### src/rtl/tcu_map.svh
/*
 * Address map, field positions, codes and reset values of the 8-bit
 * timer/counter with two compare channels.
 * Assumes a 32-bit APB slave with byte addresses in an 8-bit field.
 */
`ifndef TCU_MAP_SVH
`define TCU_MAP_SVH

// register byte offsets
`define TCU_OFF_CTRL_A 8'h00
`define TCU_OFF_CTRL_B 8'h04
`define TCU_OFF_COUNT 8'h08
`define TCU_OFF_CMP_A 8'h0C
`define TCU_OFF_CMP_B 8'h10
`define TCU_OFF_FLAGS 8'h14
`define TCU_OFF_IRQ_EN 8'h18
`define TCU_OFF_PORT 8'h1C

// control_reg_a fields
`define TCU_A_COM_A 7:6
`define TCU_A_COM_B 5:4
`define TCU_A_WGM 1:0
// control_reg_b fields
`define TCU_B_FORCE_A 7
`define TCU_B_FORCE_B 6
`define TCU_B_WGM2 3
`define TCU_B_CS 2:0
// flag and interrupt enable bits
`define TCU_F_OVF 0
`define TCU_F_MATCH_A 1
`define TCU_F_MATCH_B 2
// port register bits
`define TCU_P_PORT_A 0
`define TCU_P_PORT_B 1
`define TCU_P_DIR_A 4
`define TCU_P_DIR_B 5

// counter extremes and count step
`define TCU_MAX 8'hFF
`define TCU_BOTTOM 8'h00
`define TCU_ONE 8'h01

// tick source select codes
`define TCU_CS_STOP 3'h0
`define TCU_CS_DIV1 3'h1
`define TCU_CS_DIV8 3'h2
`define TCU_CS_DIV64 3'h3
`define TCU_CS_DIV256 3'h4
`define TCU_CS_DIV1024 3'h5
`define TCU_CS_EXT_FALL 3'h6
`define TCU_CS_EXT_RISE 3'h7
// prescaler terminal masks
`define TCU_PRE_DIV8 10'h007
`define TCU_PRE_DIV64 10'h03F
`define TCU_PRE_DIV256 10'h0FF
`define TCU_PRE_DIV1024 10'h3FF

// wave mode field codes
`define TCU_WGM_NORMAL 3'h0
`define TCU_WGM_PHASE_MAX 3'h1
`define TCU_WGM_CTC 3'h2
`define TCU_WGM_FAST_MAX 3'h3
`define TCU_WGM_PHASE_CMP 3'h5
`define TCU_WGM_FAST_CMP 3'h7

// compare output action codes
`define TCU_COM_OFF 2'h0
`define TCU_COM_TOGGLE 2'h1
`define TCU_COM_CLEAR 2'h2
`define TCU_COM_SET 2'h3

// reset values and prescaler step
`define TCU_RST8 8'h00
`define TCU_RST3 3'h0
`define TCU_RST2 2'h0
`define TCU_RST_PRE 10'h000
`define TCU_PRE_STEP 10'h001

`endif

### src/rtl/tcu_pkg.sv
/*
 * Types shared by the timer/counter files.
 * Assumes the constants of tcu_map.svh for all numeric codes.
 */
package tcu_pkg;
   // counting sequence class selected by the wave mode field
   typedef enum logic [3:0] {
      TCU_NORMAL = 4'b0001,
      TCU_CTC = 4'b0010,
      TCU_FAST = 4'b0100,
      TCU_PHASE = 4'b1000
   } tcu_mode_t;
endpackage

### src/rtl/tcu_sync2.sv
/*
 * Two-flop synchroniser for one level from outside the core clock.
 * Assumes the input may change at any time relative to core_clk.
 */
`timescale 1ns/1ns
module tcu_sync2 (
   input wire logic core_clk,
   input wire logic arst_n,
   input wire logic async_in,
   output logic sync_out
);
   logic meta_r;

   always_ff @(posedge core_clk or negedge arst_n) begin
      if (!arst_n) begin
         meta_r <= 1'b0;
         sync_out <= 1'b0;
      end else begin
         meta_r <= async_in;
         sync_out <= meta_r;
      end
   end
endmodule

### src/rtl/tcu_cmp_chan.sv
/*
 * One compare channel: active and buffered compare value, match flag and
 * internal waveform output register.
 * Assumes tick, load and wrap are single-cycle events from the counter.
 */
`timescale 1ns/1ns
`include "tcu_map.svh"
module tcu_cmp_chan
   import tcu_pkg::*;
(
   input wire logic core_clk,
   input wire logic arst_n,
   input wire logic tick,
   input wire logic [7:0] count,
   input wire logic block,
   input wire logic wr_cmp,
   input wire logic [7:0] wdata,
   input wire tcu_mode_t mode,
   input wire logic load,
   input wire logic wrap,
   input wire logic count_up,
   input wire logic [1:0] com,
   input wire logic toggle_ok,
   input wire logic force_strobe,
   input wire logic flag_clr,
   output logic [7:0] cmp_active,
   output logic [7:0] cmp_read,
   output logic wave,
   output logic flag
);
   logic [7:0] buf_r;
   logic buffered;
   logic nonpwm;
   logic match_evt;
   logic wave_nxt;

   assign buffered = (mode == TCU_FAST) || (mode == TCU_PHASE);
   assign nonpwm = !buffered;
   // comparator runs always, a counter write masks the next tick
   assign match_evt = tick && (count == cmp_active) && !block;
   assign cmp_read = buffered ? buf_r : cmp_active;

   always_ff @(posedge core_clk or negedge arst_n) begin
      if (!arst_n) begin
         buf_r <= `TCU_RST8;
      end else if (wr_cmp) begin
         buf_r <= wdata;
      end
   end

   always_ff @(posedge core_clk or negedge arst_n) begin
      if (!arst_n) begin
         cmp_active <= `TCU_RST8;
      end else if (wr_cmp && nonpwm) begin
         cmp_active <= wdata;
      end else if (buffered && load) begin
         cmp_active <= buf_r;
      end
   end

   // set wins over a clear in the same cycle
   always_ff @(posedge core_clk or negedge arst_n) begin
      if (!arst_n) begin
         flag <= 1'b0;
      end else if (match_evt) begin
         flag <= 1'b1;
      end else if (flag_clr) begin
         flag <= 1'b0;
      end
   end

   // com is read live, so a new action governs the very next match
   always_comb begin
      wave_nxt = wave;
      if (nonpwm) begin
         if (match_evt || force_strobe) begin
            unique case (com)
               `TCU_COM_OFF: wave_nxt = wave;
               `TCU_COM_TOGGLE: wave_nxt = !wave;
               `TCU_COM_CLEAR: wave_nxt = 1'b0;
               `TCU_COM_SET: wave_nxt = 1'b1;
            endcase
         end
      end else if (mode == TCU_FAST && wrap && com[1]) begin
         // bottom beats a match at top so a compare at max stays steady
         wave_nxt = !com[0];
      end else if (match_evt) begin
         if (com == `TCU_COM_TOGGLE && toggle_ok) begin
            wave_nxt = !wave;
         end else if (com[1] && mode == TCU_FAST) begin
            wave_nxt = com[0];
         end else if (com[1]) begin
            wave_nxt = count_up ? com[0] : !com[0];
         end
      end
   end

   // no mode change touches this register, only reset and the compare actions write it
   always_ff @(posedge core_clk or negedge arst_n) begin
      if (!arst_n) begin
         wave <= 1'b0;
      end else begin
         wave <= wave_nxt;
      end
   end
endmodule

### src/rtl/tcu_timer.sv
/*
 * 8-bit up/down timer/counter with two compare channels, APB registers,
 * prescaled or external tick, flags with interrupt requests and pin mux.
 * Assumes an APB master on core_clk and an external pin on any clock.
 */
// Added by the designer: the APB interface to the registers and the register offsets.
`timescale 1ns/1ns
`include "tcu_map.svh"

module tcu_timer
   import tcu_pkg::*;
(
   input wire logic core_clk,
   input wire logic arst_n,
   input wire logic psel,
   input wire logic penable,
   input wire logic pwrite,
   input wire logic [7:0] paddr,
   input wire logic [31:0] pwdata,
   output logic [31:0] prdata,
   output logic pready,
   output logic pslverr,
   input wire logic ext_tick_pin,
   input wire logic irq_ack_ovf,
   input wire logic irq_ack_a,
   input wire logic irq_ack_b,
   output logic irq_ovf,
   output logic irq_cmp_a,
   output logic irq_cmp_b,
   output logic wave_pin_a,
   output logic wave_pin_a_oe,
   output logic wave_pin_b,
   output logic wave_pin_b_oe
);
   // ****************************************************************
   // register bus
   // ****************************************************************
   logic setup;
   logic wr;
   logic hit;
   logic wr_ctrl_a;
   logic wr_ctrl_b;
   logic wr_count;
   logic wr_cmp_a;
   logic wr_cmp_b;
   logic wr_flags;
   logic wr_ien;
   logic wr_port;
   logic [7:0] rd_byte;
   logic [1:0] com_a_r;
   logic [1:0] com_b_r;
   logic [2:0] wgm_r;
   logic [2:0] cs_r;
   logic [2:0] ien_r;
   logic [1:0] port_r;
   logic [1:0] dir_r;
   logic [7:0] cnt_r;
   logic [7:0] cnt_nxt;
   logic up_r;
   logic up_nxt;
   logic ovf_flag_r;
   logic block_r;
   logic [7:0] cmp_a_act;
   logic [7:0] cmp_a_rd;
   logic [7:0] cmp_b_act;
   logic [7:0] cmp_b_rd;
   logic wave_a;
   logic wave_b;
   logic flag_a;
   logic flag_b;

   assign setup = psel && !penable;
   assign wr = psel && penable && pwrite;
   assign pready = 1'b1;

   always_comb begin
      hit = 1'b1;
      unique case (paddr)
         `TCU_OFF_CTRL_A: rd_byte = {com_a_r, com_b_r, 2'h0, wgm_r[1:0]};
         // force strobes always read back as zero
         `TCU_OFF_CTRL_B: rd_byte = {4'h0, wgm_r[2], cs_r};
         `TCU_OFF_COUNT: rd_byte = cnt_r;
         `TCU_OFF_CMP_A: rd_byte = cmp_a_rd;
         `TCU_OFF_CMP_B: rd_byte = cmp_b_rd;
         `TCU_OFF_FLAGS: rd_byte = {5'h00, flag_b, flag_a, ovf_flag_r};
         `TCU_OFF_IRQ_EN: rd_byte = {5'h00, ien_r};
         `TCU_OFF_PORT: rd_byte = {2'h0, dir_r, 2'h0, port_r};
         default: begin
            rd_byte = `TCU_RST8;
            hit = 1'b0;
         end
      endcase
   end

   assign pslverr = psel && penable && !hit;
   assign wr_ctrl_a = wr && (paddr == `TCU_OFF_CTRL_A);
   assign wr_ctrl_b = wr && (paddr == `TCU_OFF_CTRL_B);
   assign wr_count = wr && (paddr == `TCU_OFF_COUNT);
   assign wr_cmp_a = wr && (paddr == `TCU_OFF_CMP_A);
   assign wr_cmp_b = wr && (paddr == `TCU_OFF_CMP_B);
   assign wr_flags = wr && (paddr == `TCU_OFF_FLAGS);
   assign wr_ien = wr && (paddr == `TCU_OFF_IRQ_EN);
   assign wr_port = wr && (paddr == `TCU_OFF_PORT);

   // read data is captured in the setup cycle, so it shows that edge
   always_ff @(posedge core_clk or negedge arst_n) begin
      if (!arst_n) begin
         prdata <= 32'h00000000;
      end else if (setup && !pwrite) begin
         prdata <= {24'h000000, rd_byte};
      end
   end

   always_ff @(posedge core_clk or negedge arst_n) begin
      if (!arst_n) begin
         com_a_r <= `TCU_RST2;
         com_b_r <= `TCU_RST2;
         wgm_r <= `TCU_RST3;
         cs_r <= `TCU_RST3;
      end else begin
         if (wr_ctrl_a) begin
            com_a_r <= pwdata[`TCU_A_COM_A];
            com_b_r <= pwdata[`TCU_A_COM_B];
            wgm_r[1:0] <= pwdata[`TCU_A_WGM];
         end
         if (wr_ctrl_b) begin
            wgm_r[2] <= pwdata[`TCU_B_WGM2];
            cs_r <= pwdata[`TCU_B_CS];
         end
      end
   end

   always_ff @(posedge core_clk or negedge arst_n) begin
      if (!arst_n) begin
         ien_r <= `TCU_RST3;
         port_r <= `TCU_RST2;
         dir_r <= `TCU_RST2;
      end else begin
         if (wr_ien) begin
            ien_r <= pwdata[2:0];
         end
         if (wr_port) begin
            port_r <= {pwdata[`TCU_P_PORT_B], pwdata[`TCU_P_PORT_A]};
            dir_r <= {pwdata[`TCU_P_DIR_B], pwdata[`TCU_P_DIR_A]};
         end
      end
   end

   // ****************************************************************
   // tick source
   // ****************************************************************
   logic [9:0] pre_r;
   logic ext_s;
   logic ext_d_r;
   logic tick;

   tcu_sync2 u_ext_sync (
      .core_clk(core_clk),
      .arst_n(arst_n),
      .async_in(ext_tick_pin),
      .sync_out(ext_s)
   );

   // prescaler free-runs; sharing it keeps tick phase independent of cs
   always_ff @(posedge core_clk or negedge arst_n) begin
      if (!arst_n) begin
         pre_r <= `TCU_RST_PRE;
         ext_d_r <= 1'b0;
      end else begin
         pre_r <= pre_r + `TCU_PRE_STEP;
         ext_d_r <= ext_s;
      end
   end

   always_comb begin
      unique case (cs_r)
         `TCU_CS_STOP: tick = 1'b0;
         `TCU_CS_DIV1: tick = 1'b1;
         `TCU_CS_DIV8: tick = (pre_r & `TCU_PRE_DIV8) == `TCU_PRE_DIV8;
         `TCU_CS_DIV64: tick = (pre_r & `TCU_PRE_DIV64) == `TCU_PRE_DIV64;
         `TCU_CS_DIV256: tick = (pre_r & `TCU_PRE_DIV256) == `TCU_PRE_DIV256;
         `TCU_CS_DIV1024: tick = pre_r == `TCU_PRE_DIV1024;
         `TCU_CS_EXT_FALL: tick = ext_d_r && !ext_s;
         `TCU_CS_EXT_RISE: tick = ext_s && !ext_d_r;
      endcase
   end

   // ****************************************************************
   // counter unit
   // ****************************************************************
   tcu_mode_t mode;
   logic [7:0] top_val;
   logic at_top;
   logic at_max;
   logic at_bot;
   logic ovf_evt;
   logic load_evt;

   always_comb begin
      unique case (wgm_r)
         `TCU_WGM_NORMAL: mode = TCU_NORMAL;
         `TCU_WGM_CTC: mode = TCU_CTC;
         `TCU_WGM_FAST_MAX: mode = TCU_FAST;
         `TCU_WGM_FAST_CMP: mode = TCU_FAST;
         `TCU_WGM_PHASE_MAX: mode = TCU_PHASE;
         `TCU_WGM_PHASE_CMP: mode = TCU_PHASE;
         // reserved codes count as normal
         default: mode = TCU_NORMAL;
      endcase
   end

   always_comb begin
      if (wgm_r == `TCU_WGM_CTC || wgm_r == `TCU_WGM_FAST_CMP ||
          wgm_r == `TCU_WGM_PHASE_CMP) begin
         top_val = cmp_a_act;
      end else begin
         top_val = `TCU_MAX;
      end
   end

   assign at_top = cnt_r == top_val;
   assign at_max = cnt_r == `TCU_MAX;
   assign at_bot = cnt_r == `TCU_BOTTOM;

   always_comb begin
      cnt_nxt = cnt_r + `TCU_ONE;
      up_nxt = 1'b1;
      ovf_evt = 1'b0;
      load_evt = 1'b0;
      unique case (mode)
         TCU_NORMAL: begin
            ovf_evt = at_max;
         end
         TCU_CTC: begin
            if (at_top) begin
               cnt_nxt = `TCU_BOTTOM;
            end
            ovf_evt = at_max;
         end
         TCU_FAST: begin
            if (at_top) begin
               cnt_nxt = `TCU_BOTTOM;
            end
            ovf_evt = at_top;
            load_evt = at_top;
         end
         TCU_PHASE: begin
            if (up_r && at_top) begin
               // a top of zero would wrap, so it holds at bottom
               cnt_nxt = at_bot ? `TCU_BOTTOM : cnt_r - `TCU_ONE;
               up_nxt = 1'b0;
               load_evt = 1'b1;
            end else if (!up_r && !at_bot) begin
               cnt_nxt = cnt_r - `TCU_ONE;
               up_nxt = 1'b0;
            end
            ovf_evt = at_bot;
         end
      endcase
   end

   always_ff @(posedge core_clk or negedge arst_n) begin
      if (!arst_n) begin
         cnt_r <= `TCU_RST8;
      end else if (wr_count) begin
         cnt_r <= pwdata[7:0];
      end else if (tick) begin
         cnt_r <= cnt_nxt;
      end
   end

   always_ff @(posedge core_clk or negedge arst_n) begin
      if (!arst_n) begin
         up_r <= 1'b1;
      end else if (tick && !wr_count) begin
         up_r <= up_nxt;
      end
   end

   // a count write masks matches until the next tick has passed
   always_ff @(posedge core_clk or negedge arst_n) begin
      if (!arst_n) begin
         block_r <= 1'b0;
      end else if (wr_count) begin
         block_r <= 1'b1;
      end else if (tick) begin
         block_r <= 1'b0;
      end
   end

   // overflow set wins over a clear in the same cycle
   always_ff @(posedge core_clk or negedge arst_n) begin
      if (!arst_n) begin
         ovf_flag_r <= 1'b0;
      end else if (tick && !wr_count && ovf_evt) begin
         ovf_flag_r <= 1'b1;
      end else if (irq_ack_ovf || (wr_flags && pwdata[`TCU_F_OVF])) begin
         ovf_flag_r <= 1'b0;
      end
   end

   // ****************************************************************
   // compare channels
   // ****************************************************************
   logic load_tick;
   logic wrap_tick;

   assign load_tick = tick && !wr_count && load_evt;
   assign wrap_tick = tick && !wr_count && (mode == TCU_FAST) && at_top;

   tcu_cmp_chan u_chan_a (
      .core_clk(core_clk),
      .arst_n(arst_n),
      .tick(tick),
      .count(cnt_r),
      .block(block_r || wr_count),
      .wr_cmp(wr_cmp_a),
      .wdata(pwdata[7:0]),
      .mode(mode),
      .load(load_tick),
      .wrap(wrap_tick),
      .count_up(up_r),
      .com(com_a_r),
      .toggle_ok(wgm_r[2]),
      .force_strobe(wr_ctrl_b && pwdata[`TCU_B_FORCE_A]),
      .flag_clr(irq_ack_a || (wr_flags && pwdata[`TCU_F_MATCH_A])),
      .cmp_active(cmp_a_act),
      .cmp_read(cmp_a_rd),
      .wave(wave_a),
      .flag(flag_a)
   );

   // toggle in PWM modes exists only on channel a
   tcu_cmp_chan u_chan_b (
      .core_clk(core_clk),
      .arst_n(arst_n),
      .tick(tick),
      .count(cnt_r),
      .block(block_r || wr_count),
      .wr_cmp(wr_cmp_b),
      .wdata(pwdata[7:0]),
      .mode(mode),
      .load(load_tick),
      .wrap(wrap_tick),
      .count_up(up_r),
      .com(com_b_r),
      .toggle_ok(1'b0),
      .force_strobe(wr_ctrl_b && pwdata[`TCU_B_FORCE_B]),
      .flag_clr(irq_ack_b || (wr_flags && pwdata[`TCU_F_MATCH_B])),
      .cmp_active(cmp_b_act),
      .cmp_read(cmp_b_rd),
      .wave(wave_b),
      .flag(flag_b)
   );

   // ****************************************************************
   // requests and pins
   // ****************************************************************
   assign irq_ovf = ovf_flag_r && ien_r[`TCU_F_OVF];
   assign irq_cmp_a = flag_a && ien_r[`TCU_F_MATCH_A];
   assign irq_cmp_b = flag_b && ien_r[`TCU_F_MATCH_B];

   assign wave_pin_a = (com_a_r != `TCU_COM_OFF) ? wave_a : port_r[0];
   assign wave_pin_b = (com_b_r != `TCU_COM_OFF) ? wave_b : port_r[1];
   assign wave_pin_a_oe = dir_r[0];
   assign wave_pin_b_oe = dir_r[1];
endmodule

### config.mk
export PLATFORM = sky130hd
export DESIGN_NAME = tcu_timer
export DESIGN_NICKNAME = d
export VERILOG_FILES = /design/src/rtl/tcu_pkg.sv /design/src/rtl/tcu_sync2.sv /design/src/rtl/tcu_cmp_chan.sv /design/src/rtl/tcu_timer.sv
export VERILOG_INCLUDE_DIRS = /design/src /design/src/rtl
export SDC_FILE = /design/constraint.sdc
export NUM_CORES = 1
export LEC_CHECK = 0
export ABC_CLOCK_PERIOD_IN_PS = 5700
export BUFFER_PORTS_ARGS = -buffer_cell sky130_fd_sc_hd__buf_2
export CAP_MARGIN = 20
export CORE_ASPECT_RATIO = 1.1
export CORE_MARGIN = 10
export CORE_UTILIZATION = 39
export CTS_BUF_LIST = sky130_fd_sc_hd__clkbuf_2
export DETAILED_ROUTE_END_ITERATION = 7
export HOLD_SLACK_MARGIN = 0.12
export PLACE_DENSITY = 0.57
export SLEW_MARGIN = 20
export SYNTH_ARGS = -nofsm -noshare
export SYNTH_HDL_FRONTEND = slang
export SYNTH_SLANG_ARGS = --single-unit
### constraint.sdc
create_clock -name core_clk -period 5.7 [get_ports core_clk]
set_input_delay 1.14 -clock core_clk [delete_from_list [all_inputs] [get_ports core_clk]]
set_output_delay 1.14 -clock core_clk [all_outputs]
set_load 0.005 [all_outputs]
==> results of run 1 <==
stage by stage:
| stage | utilization [%] | instance area (um^2) |
|---|---|---|
| finish | 43.0 | 5730 |
| global placement | 41.8 | 5570 |
| CTS | 43.0 | 5730 |
| floorplan | - | 5440 |
| global route | 43.0 | 5730 |
| detailed placement | 41.8 | 5570 |
cells in the mapped netlist, types with 9 or more instances:
cell type | n | share of area, %
a21oi_1 | 38 | 3.6
and3_1 | 9 | 1.1
buf_4 | 27 | 3.8
clkbuf_1 | 22 | 1.5
dfrtp_1 | 84 | 39
inv_1 | 18 | 1.3
mux2_2 | 36 | 7.6
mux2i_1 | 30 | 5.6
nand2_1 | 36 | 2.5
nand3_1 | 22 | 2.1
nor2_1 | 47 | 3.3
nor3_1 | 14 | 1.3
o21ai_0 | 22 | 2.1
xnor2_1 | 10 | 1.6
xor2_1 | 9 | 1.5
worst max-delay path: stages (launching register included):
cell,delay (ns)
dfrtp_1,0.82
or3b_1,0.45
and2_4,0.17
o41ai_4,0.41
and3_1,0.38
and4_1,0.96
mux2i_1,0.29
a21oi_1,0.09
final cells by class:
type | count | area [um^2] | share of cell area (%)
clock inverter | 6 | 110 | 1.92
inverter | 19 | 71.3 | 1.24
clock buffer | 10 | 50.0 | 0.873
multi-input combinational | 435 | 2910 | 50.8
tap | 184 | 230 | 4.02
timing repair buffer | 44 | 233 | 4.06
sequential | 85 | 2130 | 37.1
cell usage in the layout (no fill, tap or decap), types with 22 or more instances in the layout:
cell type and n:
conb_1 25, o21ai_0 22, nor2_1 47, mux2_2 36, buf_2 39, mux2i_1 30
dfrtp_1 84, a21oi_1 38, nand2_1 36, nand3_1 22
state kept, by name, summed over array words and instances (netlist names), 3 cells and up:
register and cells:
pre_r 10, cnt_r 8, prdata 8, u_chan_a.buf_r 8, u_chan_a.cmp_active 8, u_chan_b.buf_r 8
u_chan_b.cmp_active 8, cs_r 3, ien_r 3, wgm_r 3
where the power goes:
group	internal, mW	switching [mW]
registers	0.627	0.0453
clock network	0.192	0.214
logic	0.0727	0.108
total	0.892	0.368
cell families (layout without fill, tap and decap cells):
family / Yosys count / after routing / synth area share, %
simple gates: 185 / 185 / 17.7
flops: 85 / 85 / 39.7
compound gates: 135 / 135 / 17.5
buf+inv: 74 / 79 / 7.55
xor+xnor: 19 / 19 / 3.11
mux: 66 / 66 / 13.2
fa+ha+maj: 5 / 5 / 1.17
other cells: 2 / 25 / 0.140
routing by layer:
metal  track usage (%)  up-vias  wire [um]
met5                 0        -          0
met4              6.03        0        433
met3              3.82       32       1270
li1                  -     2089          -
met2              26.3      190       7330
met1              20.9     2207       6600
path summary, 6_finish.rpt:
| kind | startpoint | endpoint | slack (ns) | cells past startpoint |
|---|---|---|---|---|
| setup / recovery | wgm_r[1] | u_chan_a.cmp_active[4] | 2.01 | 7 |
| setup reg to reg | wgm_r[1] | u_chan_a.cmp_active[4] | 2.01 | 7 |
| hold / removal | u_ext_sync.meta_r | u_ext_sync.sync_out | 0.38 | 0 |
| max in group asynchronous | arst_n | u_chan_b.buf_r[2] | 4.17 | 2 |
| hold reg to reg | u_ext_sync.meta_r | u_ext_sync.sync_out | 0.38 | 0 |
| min in group asynchronous | arst_n | pre_r[4] | 0.43 | 1 |
==> impl_metrics.py, run 1 <==
metrics = {
    "job": {
        "drv_cap": 0,
    },
    "clocking": {
        "numCtsBuffers": 9,
        "holdBufCountCts": 0,
        "htree_num_levels": 3,
        "clock_path_buffers": 2,
        "cts_tree": "done",
        "clock-sinks": 85,
        "post-cts-setup-buffers": 0,
        "worstSkewPairLatency_ns": 0.55,
        "cts-root-buf": "clkbuf_2",
        "clk_pin_slew_worst_paths_ns": 0.23,
        "cts-resized-gates": 0,
    },
    "floorplan": {
        "initial_core_util_pct": 40.2,
        "die_x_um": 132,
        "dieArea_mm2": 0.0188,
        "rows": 44,
        "coreArea_mm2": 0.0133,
        "die_y_um": 143,
        "pin_count": 90,
    },
    "worst_setup_path": {
        "critical_path_arrival_ns": 4.11,
        "critPathMaxFanout": 19,
        "startpoint_type": "flop",
        "critPathCaptureType": "flop",
        "worst-setup-path-type": "flop to flop",
        "crit_required_ns": 6.12,
    },
    "logic_synthesis": {
        "yosysWarnings": 0,
        "synthesis.area_mm2": 0.00536,
        "async_flop_share_pct": 100,
        "synth_edf_count": 0,
        "synth_cell_type_count": 74,
        "ys_ff_latch": 85,
        "synth_area_per_cell_um2": 9.38,
        "synthCells": 571,
        "synth_ff_type": "dfrtp_1",
        "ys_seq_area_share_pct": 39.7,
    },
    "route": {
        "drtPass1Iterations": 5,
        "avgViaCountPerCell": 5.77,
        "drt_iter0_markers": 393,
        "wl_per_cell_um": 20.0,
        "postRouteAntennaNets": 0,
        "wl_um": 15600,
        "vias": 4518,
        "drc_errors": 0,
    },
    "global_routing": {
        "grtUsageTotal_pct": 16.3,
        "grt_max_degree": 63,
        "grt_pass1_vias": 4462,
        "grt_antenna_before_repair": 0,
        "grt_pass1_wl_um": 24700,
        "grt.overflow.total": 0,
    },
    "cells_and_area": {
        "fin_cells": 783,
        "area_growth_pct": 7.03,
        "n_fill_cell": 1341,
        "drive_gt1_share_pct": 17.4,
        "num_antenna_cells": 0,
        "num-nets-final": 648,
    },
    "status": {
        "status": "completed",
    },
    "timing": {
        "finalSetupTns_ns": 0,
        "slew_headroom_pct": 28.0,
        "rsz0062_at_grt": "no",
        "max_freq_mhz": 271,
        "timing.hold.ws_ns": 0.382,
        "worst_pin_slew_ns": 1.07,
        "finClkSkew_ns": 0.0223,
        "worst_slack_ns": 2.01,
        "hold_viol": 0,
        "fin_crit_ns": 3.69,
        "setup_violations": 0,
        "fin_crit_sh_pct": 64.8,
        "final_max_slew_viol_count": 0,
    },
    "power_and_ir_drop": {
        "p_per_area_mw_per_mm2": 220,
        "irDropWorstVdd_mv": 0.126,
        "leakage_nw": 2.58,
        "total_power_mw": 1.26,
    },
    "place": {
        "dp_slack_ns": 1.68,
        "place_inst": 767,
        "port_buffers": 40,
        "dp_hpwl_um": 11800,
        "gp_congestion": 0.923,
    },
    "hold_path": {
        "hp-class": "flop to flop",
    },
}
Power figures use the tool's default switching activity.
==> run 2: changes to the inputs <==
--- a/config.mk
+++ b/config.mk
@@ -6,7 +6,7 @@
 export SDC_FILE = /design/constraint.sdc
 export NUM_CORES = 1
 export LEC_CHECK = 0
-export ABC_CLOCK_PERIOD_IN_PS = 5700
+export ABC_CLOCK_PERIOD_IN_PS = 3300
 export BUFFER_PORTS_ARGS = -buffer_cell sky130_fd_sc_hd__buf_2
 export CAP_MARGIN = 20
 export CORE_ASPECT_RATIO = 1.1
@@ -15,7 +15,7 @@
 export CTS_BUF_LIST = sky130_fd_sc_hd__clkbuf_2
 export DETAILED_ROUTE_END_ITERATION = 7
 export HOLD_SLACK_MARGIN = 0.12
-export PLACE_DENSITY = 0.57
+export PLACE_DENSITY = 0.59
 export SLEW_MARGIN = 20
 export SYNTH_ARGS = -nofsm -noshare
 export SYNTH_HDL_FRONTEND = slang
==> constraint.sdc (replaced) <==
create_clock -name core_clk -period 3.3 [get_ports core_clk]
set_input_delay 0.66 -clock core_clk [delete_from_list [all_inputs] [get_ports core_clk]]
set_output_delay 0.66 -clock core_clk [all_outputs]
set_load 0.005 [all_outputs]
==> run 2 against run 1 <==
Against the previous run: combinational power up 81%; flip-flop and latch count unchanged; global-route usage up 0.17 points; clock skew up 0.021 ns; sequential power up 73%; wire length up 1.9%; register-to-register slack worse by 1.7 ns; critical path type unchanged; largest power group unchanged.
==> impl_metrics.py, run 2 (synthesized netlist as in run 1, its figures left out) <==
metrics = {
    "status": {
        "status": "completed",
    },
    "place": {
        "place_inst": 779,
        "port_buffers": 40,
        "dp_hpwl_um": 11800,
        "gp_congestion": 0.919,
    },
    "worst_setup_path": {
        "critPathMaxFanout": 16,
        "r2r_cells": 8,
        "crit_required_ns": 3.74,
        "critical_path_arrival_ns": 3.42,
        "worst-setup-path-type": "flop to flop",
        "critPathCaptureType": "flop",
        "regToRegSetupSlack_ns": 0.32,
        "startpoint_type": "flop",
    },
    "route": {
        "postRouteAntennaNets": 0,
        "drtPass1Iterations": 5,
        "vias": 4571,
        "wl_um": 15900,
        "drt_iter0_markers": 436,
        "wl_per_cell_um": 20.0,
        "drc_errors": 0,
        "avgViaCountPerCell": 5.75,
    },
    "global_routing": {
        "grtUsageTotal_pct": 16.5,
        "grt_max_degree": 86,
        "grt_pass1_wl_um": 24900,
        "grt_pass1_vias": 4465,
        "grt_antenna_before_repair": 0,
        "grt.overflow.total": 0,
    },
    "timing": {
        "setup_violations": 0,
        "worst_pin_slew_ns": 0.766,
        "hold_viol": 0,
        "final_max_slew_viol_count": 0,
        "finClkSkew_ns": 0.0438,
        "slew_headroom_pct": 48.5,
        "max_freq_mhz": 335,
        "finalSetupTns_ns": 0,
        "fin_crit_ns": 2.98,
        "rsz0062_at_grt": "no",
        "fin_crit_sh_pct": 90.4,
    },
    "cells_and_area": {
        "largest_reg_flops": 10,
        "num-nets-final": 662,
        "area_growth_pct": 8.01,
        "final_common_cell": "dfrtp_1",
        "drive_gt1_share_pct": 18.7,
        "num_antenna_cells": 0,
        "regMostFlops": "pre_r",
        "n_fill_cell": 1358,
        "final_cell_mix": "84 x dfrtp_1, 47 x nor2_1, 39 x buf_2",
        "fin_cells": 795,
    },
    "power_and_ir_drop": {
        "p_sw_share_pct": 32.0,
        "p_per_area_mw_per_mm2": 350,
        "p_comb_share_pct": 16.2,
        "seqPwrFrac_pct": 57.2,
        "p_clk_share_pct": 26.6,
        "irDropWorstVdd_mv": 0.220,
        "p_sw_mw": 0.647,
        "leakage_nw": 2.61,
        "internal-power_mw": 1.37,
    },
    "clocking": {
        "clock-sinks": 85,
        "clk_pin_slew_worst_paths_ns": 0.26,
        "cts-root-buf": "clkbuf_2",
        "clock_path_buffers": 2,
        "worstSkewPairLatency_ns": 0.58,
        "cts_tree": "done",
        "htree_num_levels": 3,
        "cts-resized-gates": 0,
        "numCtsBuffers": 9,
    },
    "floorplan": {
        "die_y_um": 143,
        "initial_core_util_pct": 40.2,
        "pin_count": 90,
        "dieArea_mm2": 0.0188,
        "coreArea_mm2": 0.0133,
        "rows": 44,
        "die_x_um": 132,
    },
    "hold_path": {
        "hold_depth": 3,
        "hp-class": "primary input to flop",
    },
    "job": {
        "drv_cap": 0,
    },
}
[run 2: cell count changes in the layout (fill, tap and decap cells not counted)]
cell and delta:
clkinvlp_4 +2, buf_4 +11, clkbuf_2 -1, inv_8 -1, dlygate4sd3_1 +2, bufinv_16 -2
buf_6 +1
[run 2: repair_timing]
action,CTS,global route
hold buffers,0,2
endpoints found under the hold margin,0,22
setup buffers,0,0
[run 2: area by class of cell]
cell class                      instances  area [um^2]  area share, %
Timing Repair Buffer                   58          347           5.99
Tap cell                              184          230           3.98
Clock buffer                            9         45.0          0.779
Clock inverter                          5         53.8          0.930
Inverter                               19         71.3           1.23
Multi-Input combinational cell        435         2910           50.3
Sequential cell                        85         2130           36.8
[run 2: power by group through the flow]
stage | registers (mW) | clock network, mW | logic, mW
floorplan | 1.13 | 0 | 0.249
global placement | 1.17 | 0 | 0.314
detailed placement | 1.17 | 0 | 0.320
CTS | 1.15 | 0.551 | 0.321
global route | 1.16 | 0.589 | 0.357
finish | 1.16 | 0.538 | 0.327
[run 2: worst max-delay path, stage by stage (launching register included)]
cell,delay (ns)
dfrtp_1,0.54
or3b_1,0.46
and2_4,0.17
o41ai_4,0.40
and3_1,0.38
and4_1,0.24
buf_4,0.30
mux2i_1,0.24
a21oi_1,0.09
[run 2: per-layer routing]
metal  part of all wire [%]  wire length (um)  track usage (%)
met1                     42              6770             21.1
met2                     48              7630             26.9
met3                    8.0              1280             4.32
met4                    1.6               252             4.57
met5                      0                 0                0
[run 2: worst paths after layout]
check                                        from                      to
worst max-delay path                     wgm_r[2]  u_chan_a.cmp_active[3]
worst min-delay path                    irq_ack_a           u_chan_a.flag
worst max register to register           wgm_r[2]  u_chan_a.cmp_active[3]
worst min register to register  u_ext_sync.meta_r     u_ext_sync.sync_out
max in group asynchronous                  arst_n              com_b_r[1]
min in group asynchronous                  arst_n                cnt_r[1]
[run 2: metrics by stage]
stage	util, %	cell area [um^2]	power, mW	hold WS (ns)	setup WS [ns]
floorplan	-	5440	1.37	0.331	0.525
global placement	42.5	5660	1.49	0.333	0.312
detailed placement	42.5	5660	1.49	0.335	0.260
CTS	43.2	5760	2.03	0.146	0.381
global route	43.4	5780	2.11	0.266	0.245
finish	43.4	5780	2.02	0.302	0.317
==> run 3: changes to the inputs <==
--- a/config.mk
+++ b/config.mk
@@ -7,15 +7,15 @@
 export NUM_CORES = 1
 export LEC_CHECK = 0
 export ABC_CLOCK_PERIOD_IN_PS = 3300
-export BUFFER_PORTS_ARGS = -buffer_cell sky130_fd_sc_hd__buf_2
 export CAP_MARGIN = 20
 export CORE_ASPECT_RATIO = 1.1
 export CORE_MARGIN = 10
 export CORE_UTILIZATION = 39
 export CTS_BUF_LIST = sky130_fd_sc_hd__clkbuf_2
 export DETAILED_ROUTE_END_ITERATION = 7
+export DONT_BUFFER_PORTS = 1
 export HOLD_SLACK_MARGIN = 0.12
-export PLACE_DENSITY = 0.59
+export PLACE_DENSITY = 0.53
 export SLEW_MARGIN = 20
 export SYNTH_ARGS = -nofsm -noshare
 export SYNTH_HDL_FRONTEND = slang
==> run 3 against run 2 <==
Against the previous run: global-route usage increased by 0.31 points; flip-flop and latch count is the same; sequential power is essentially flat; first-iteration DRC count is 1.1% lower; die area unchanged.
==> impl_metrics.py, run 3 (synthesized netlist as in run 1, its figures left out) <==
metrics = {
    "hold_path": {
        "min_from": "pwdata[0]",
        "hp-class": "primary input to flop",
        "hold_depth": 2,
        "hold-path-endpoint": "cnt_r[0]",
    },
    "power_and_ir_drop": {
        "p_per_area_mw_per_mm2": 345,
        "leakage_nw": 2.44,
        "irDropWorstVdd_mv": 0.171,
    },
    "worst_setup_path": {
        "reg2reg_to": "cnt_r[2]",
        "regToRegSetupSlack_ns": 0.34,
        "critPathCaptureType": "flop",
        "crit_required_ns": 3.80,
        "worst-setup-path-type": "flop to flop",
        "r2r_start": "wgm_r[2]",
        "critPathMaxFanout": 7,
        "startpoint_type": "flop",
        "r2r_cells": 7,
        "critical_path_arrival_ns": 3.46,
    },
    "floorplan": {
        "coreArea_mm2": 0.0133,
        "pin_count": 90,
        "initial_core_util_pct": 40.2,
        "rows": 44,
        "die_y_um": 143,
        "die_x_um": 132,
        "dieArea_mm2": 0.0188,
    },
    "global_routing": {
        "grt_pass1_vias": 4243,
        "grt_antenna_before_repair": 0,
        "grtUsageTotal_pct": 16.8,
        "grt_max_degree": 86,
        "grt_pass1_wl_um": 24900,
        "grt.overflow.total": 0,
    },
    "clocking": {
        "cts-root-buf": "clkbuf_2",
        "clk_pin_slew_worst_paths_ns": 0.24,
        "holdBufCountCts": 3,
        "post-cts-setup-buffers": 0,
        "clock-sinks": 85,
        "htree_num_levels": 3,
        "clock_path_buffers": 2,
        "cts_tree": "done",
        "cts-resized-gates": 0,
        "worstSkewPairLatency_ns": 0.57,
        "numCtsBuffers": 9,
    },
    "timing": {
        "hold_viol": 0,
        "worst_pin_slew_ns": 0.673,
        "final_max_slew_viol_count": 0,
        "fin_crit_ns": 2.96,
        "rsz0062_at_grt": "no",
        "slew_headroom_pct": 55.1,
        "setup_violations": 0,
        "max_freq_mhz": 337,
        "finClkSkew_ns": 0.0292,
        "finalSetupTns_ns": 0,
        "fin_crit_sh_pct": 89.8,
    },
    "cells_and_area": {
        "num-nets-final": 621,
        "largest_reg_flops": 10,
        "final_cell_area_mm2": 0.00559,
        "drive_gt1_share_pct": 13.1,
        "num_antenna_cells": 0,
        "area_growth_pct": 4.32,
        "fin_util_pct": 41.9,
        "final_common_cell": "dfrtp_1",
        "regMostFlops": "pre_r",
        "final_cell_mix": "84 x dfrtp_1, 47 x nor2_1, 38 x a21oi_1",
    },
    "route": {
        "drt_iter0_markers": 431,
        "vias": 4436,
        "wl_per_cell_um": 21.3,
        "drtPass1Iterations": 5,
        "drc_errors": 0,
        "wl_um": 16100,
        "postRouteAntennaNets": 0,
        "avgViaCountPerCell": 5.87,
    },
    "place": {
        "gp_congestion": 0.915,
        "dp_hpwl_um": 11800,
        "postPlaceCellArea_mm2": 0.00544,
        "port_buffers": 0,
    },
    "status": {
        "status": "completed",
    },
    "job": {
        "drv_cap": 0,
    },
}
run 3: area by class of cell:
cell class / instances / area (um^2)
fillers: 1347 / 7740
multi-input cells: 435 / 2910
flip-flops and latches: 85 / 2130
well taps: 184 / 230
repair buffers: 17 / 153
inverters: 19 / 71.3
clock inverters: 7 / 50.0
clock buffers: 9 / 45.0
run 3: worst max-delay path, stage by stage (launching register included):
cell	delay, ns
dfrtp_1	0.53
or3b_1	0.45
and2_4	0.17
o41ai_4	0.39
nand3_1	0.31
a21oi_1	0.64
a221oi_1	0.21
nor3_1	0.21
run 3: worst max path at each step:
stage / slack, ns / endpoint / from
3_3_place_gp: 0.38 / u_chan_a.cmp_active[2] / paddr[1]
6_report: 0.34 / cnt_r[2] / wgm_r[2]
2_1_floorplan: 0.52 / u_chan_a.wave / paddr[1]
3_5_place_dp: 0.34 / u_chan_a.cmp_active[7] / paddr[1]
5_1_grt: 0.21 / u_chan_b.cmp_active[4] / pre_r[0]
4_1_cts: 0.43 / cnt_r[2] / wgm_r[2]
run 3: per-stage QoR:
stage / cells / power (mW) / worst slack [ns] / hold WS (ns)
2_1_floorplan: 594 / 1.37 / 0.525 / 0.331
3_3_place_gp: 737 / 1.42 / 0.376 / 0.335
3_5_place_dp: 737 / 1.42 / 0.342 / 0.335
4_1_cts: 756 / 1.94 / 0.426 / 0.141
5_1_grt: 756 / 2.04 / 0.212 / 0.122
6_report: 756 / 1.93 / 0.335 / 0.197
run 3: metal layers:
layer  GRT usage (%)  share of wire [%]  routed length (um)  vias up
met5               0                  0                   0        -
met4            5.21                2.1                 333        0
met3            4.77                8.1                1300       24
met2            27.1                 48                7710      202
met1            21.3                 42                6750     2167
li1                -                  -                   -     2043
run 3: report_power, final:
| part | leakage (nW) | internal (mW) | total [mW] | switching [mW] |
|---|---|---|---|---|
| registers | 1.09 | 1.08 | 1.16 | 0.0807 |
| logic | 1.30 | 0.112 | 0.273 | 0.161 |
| clock network | 0.0559 | 0.100 | 0.489 | 0.388 |
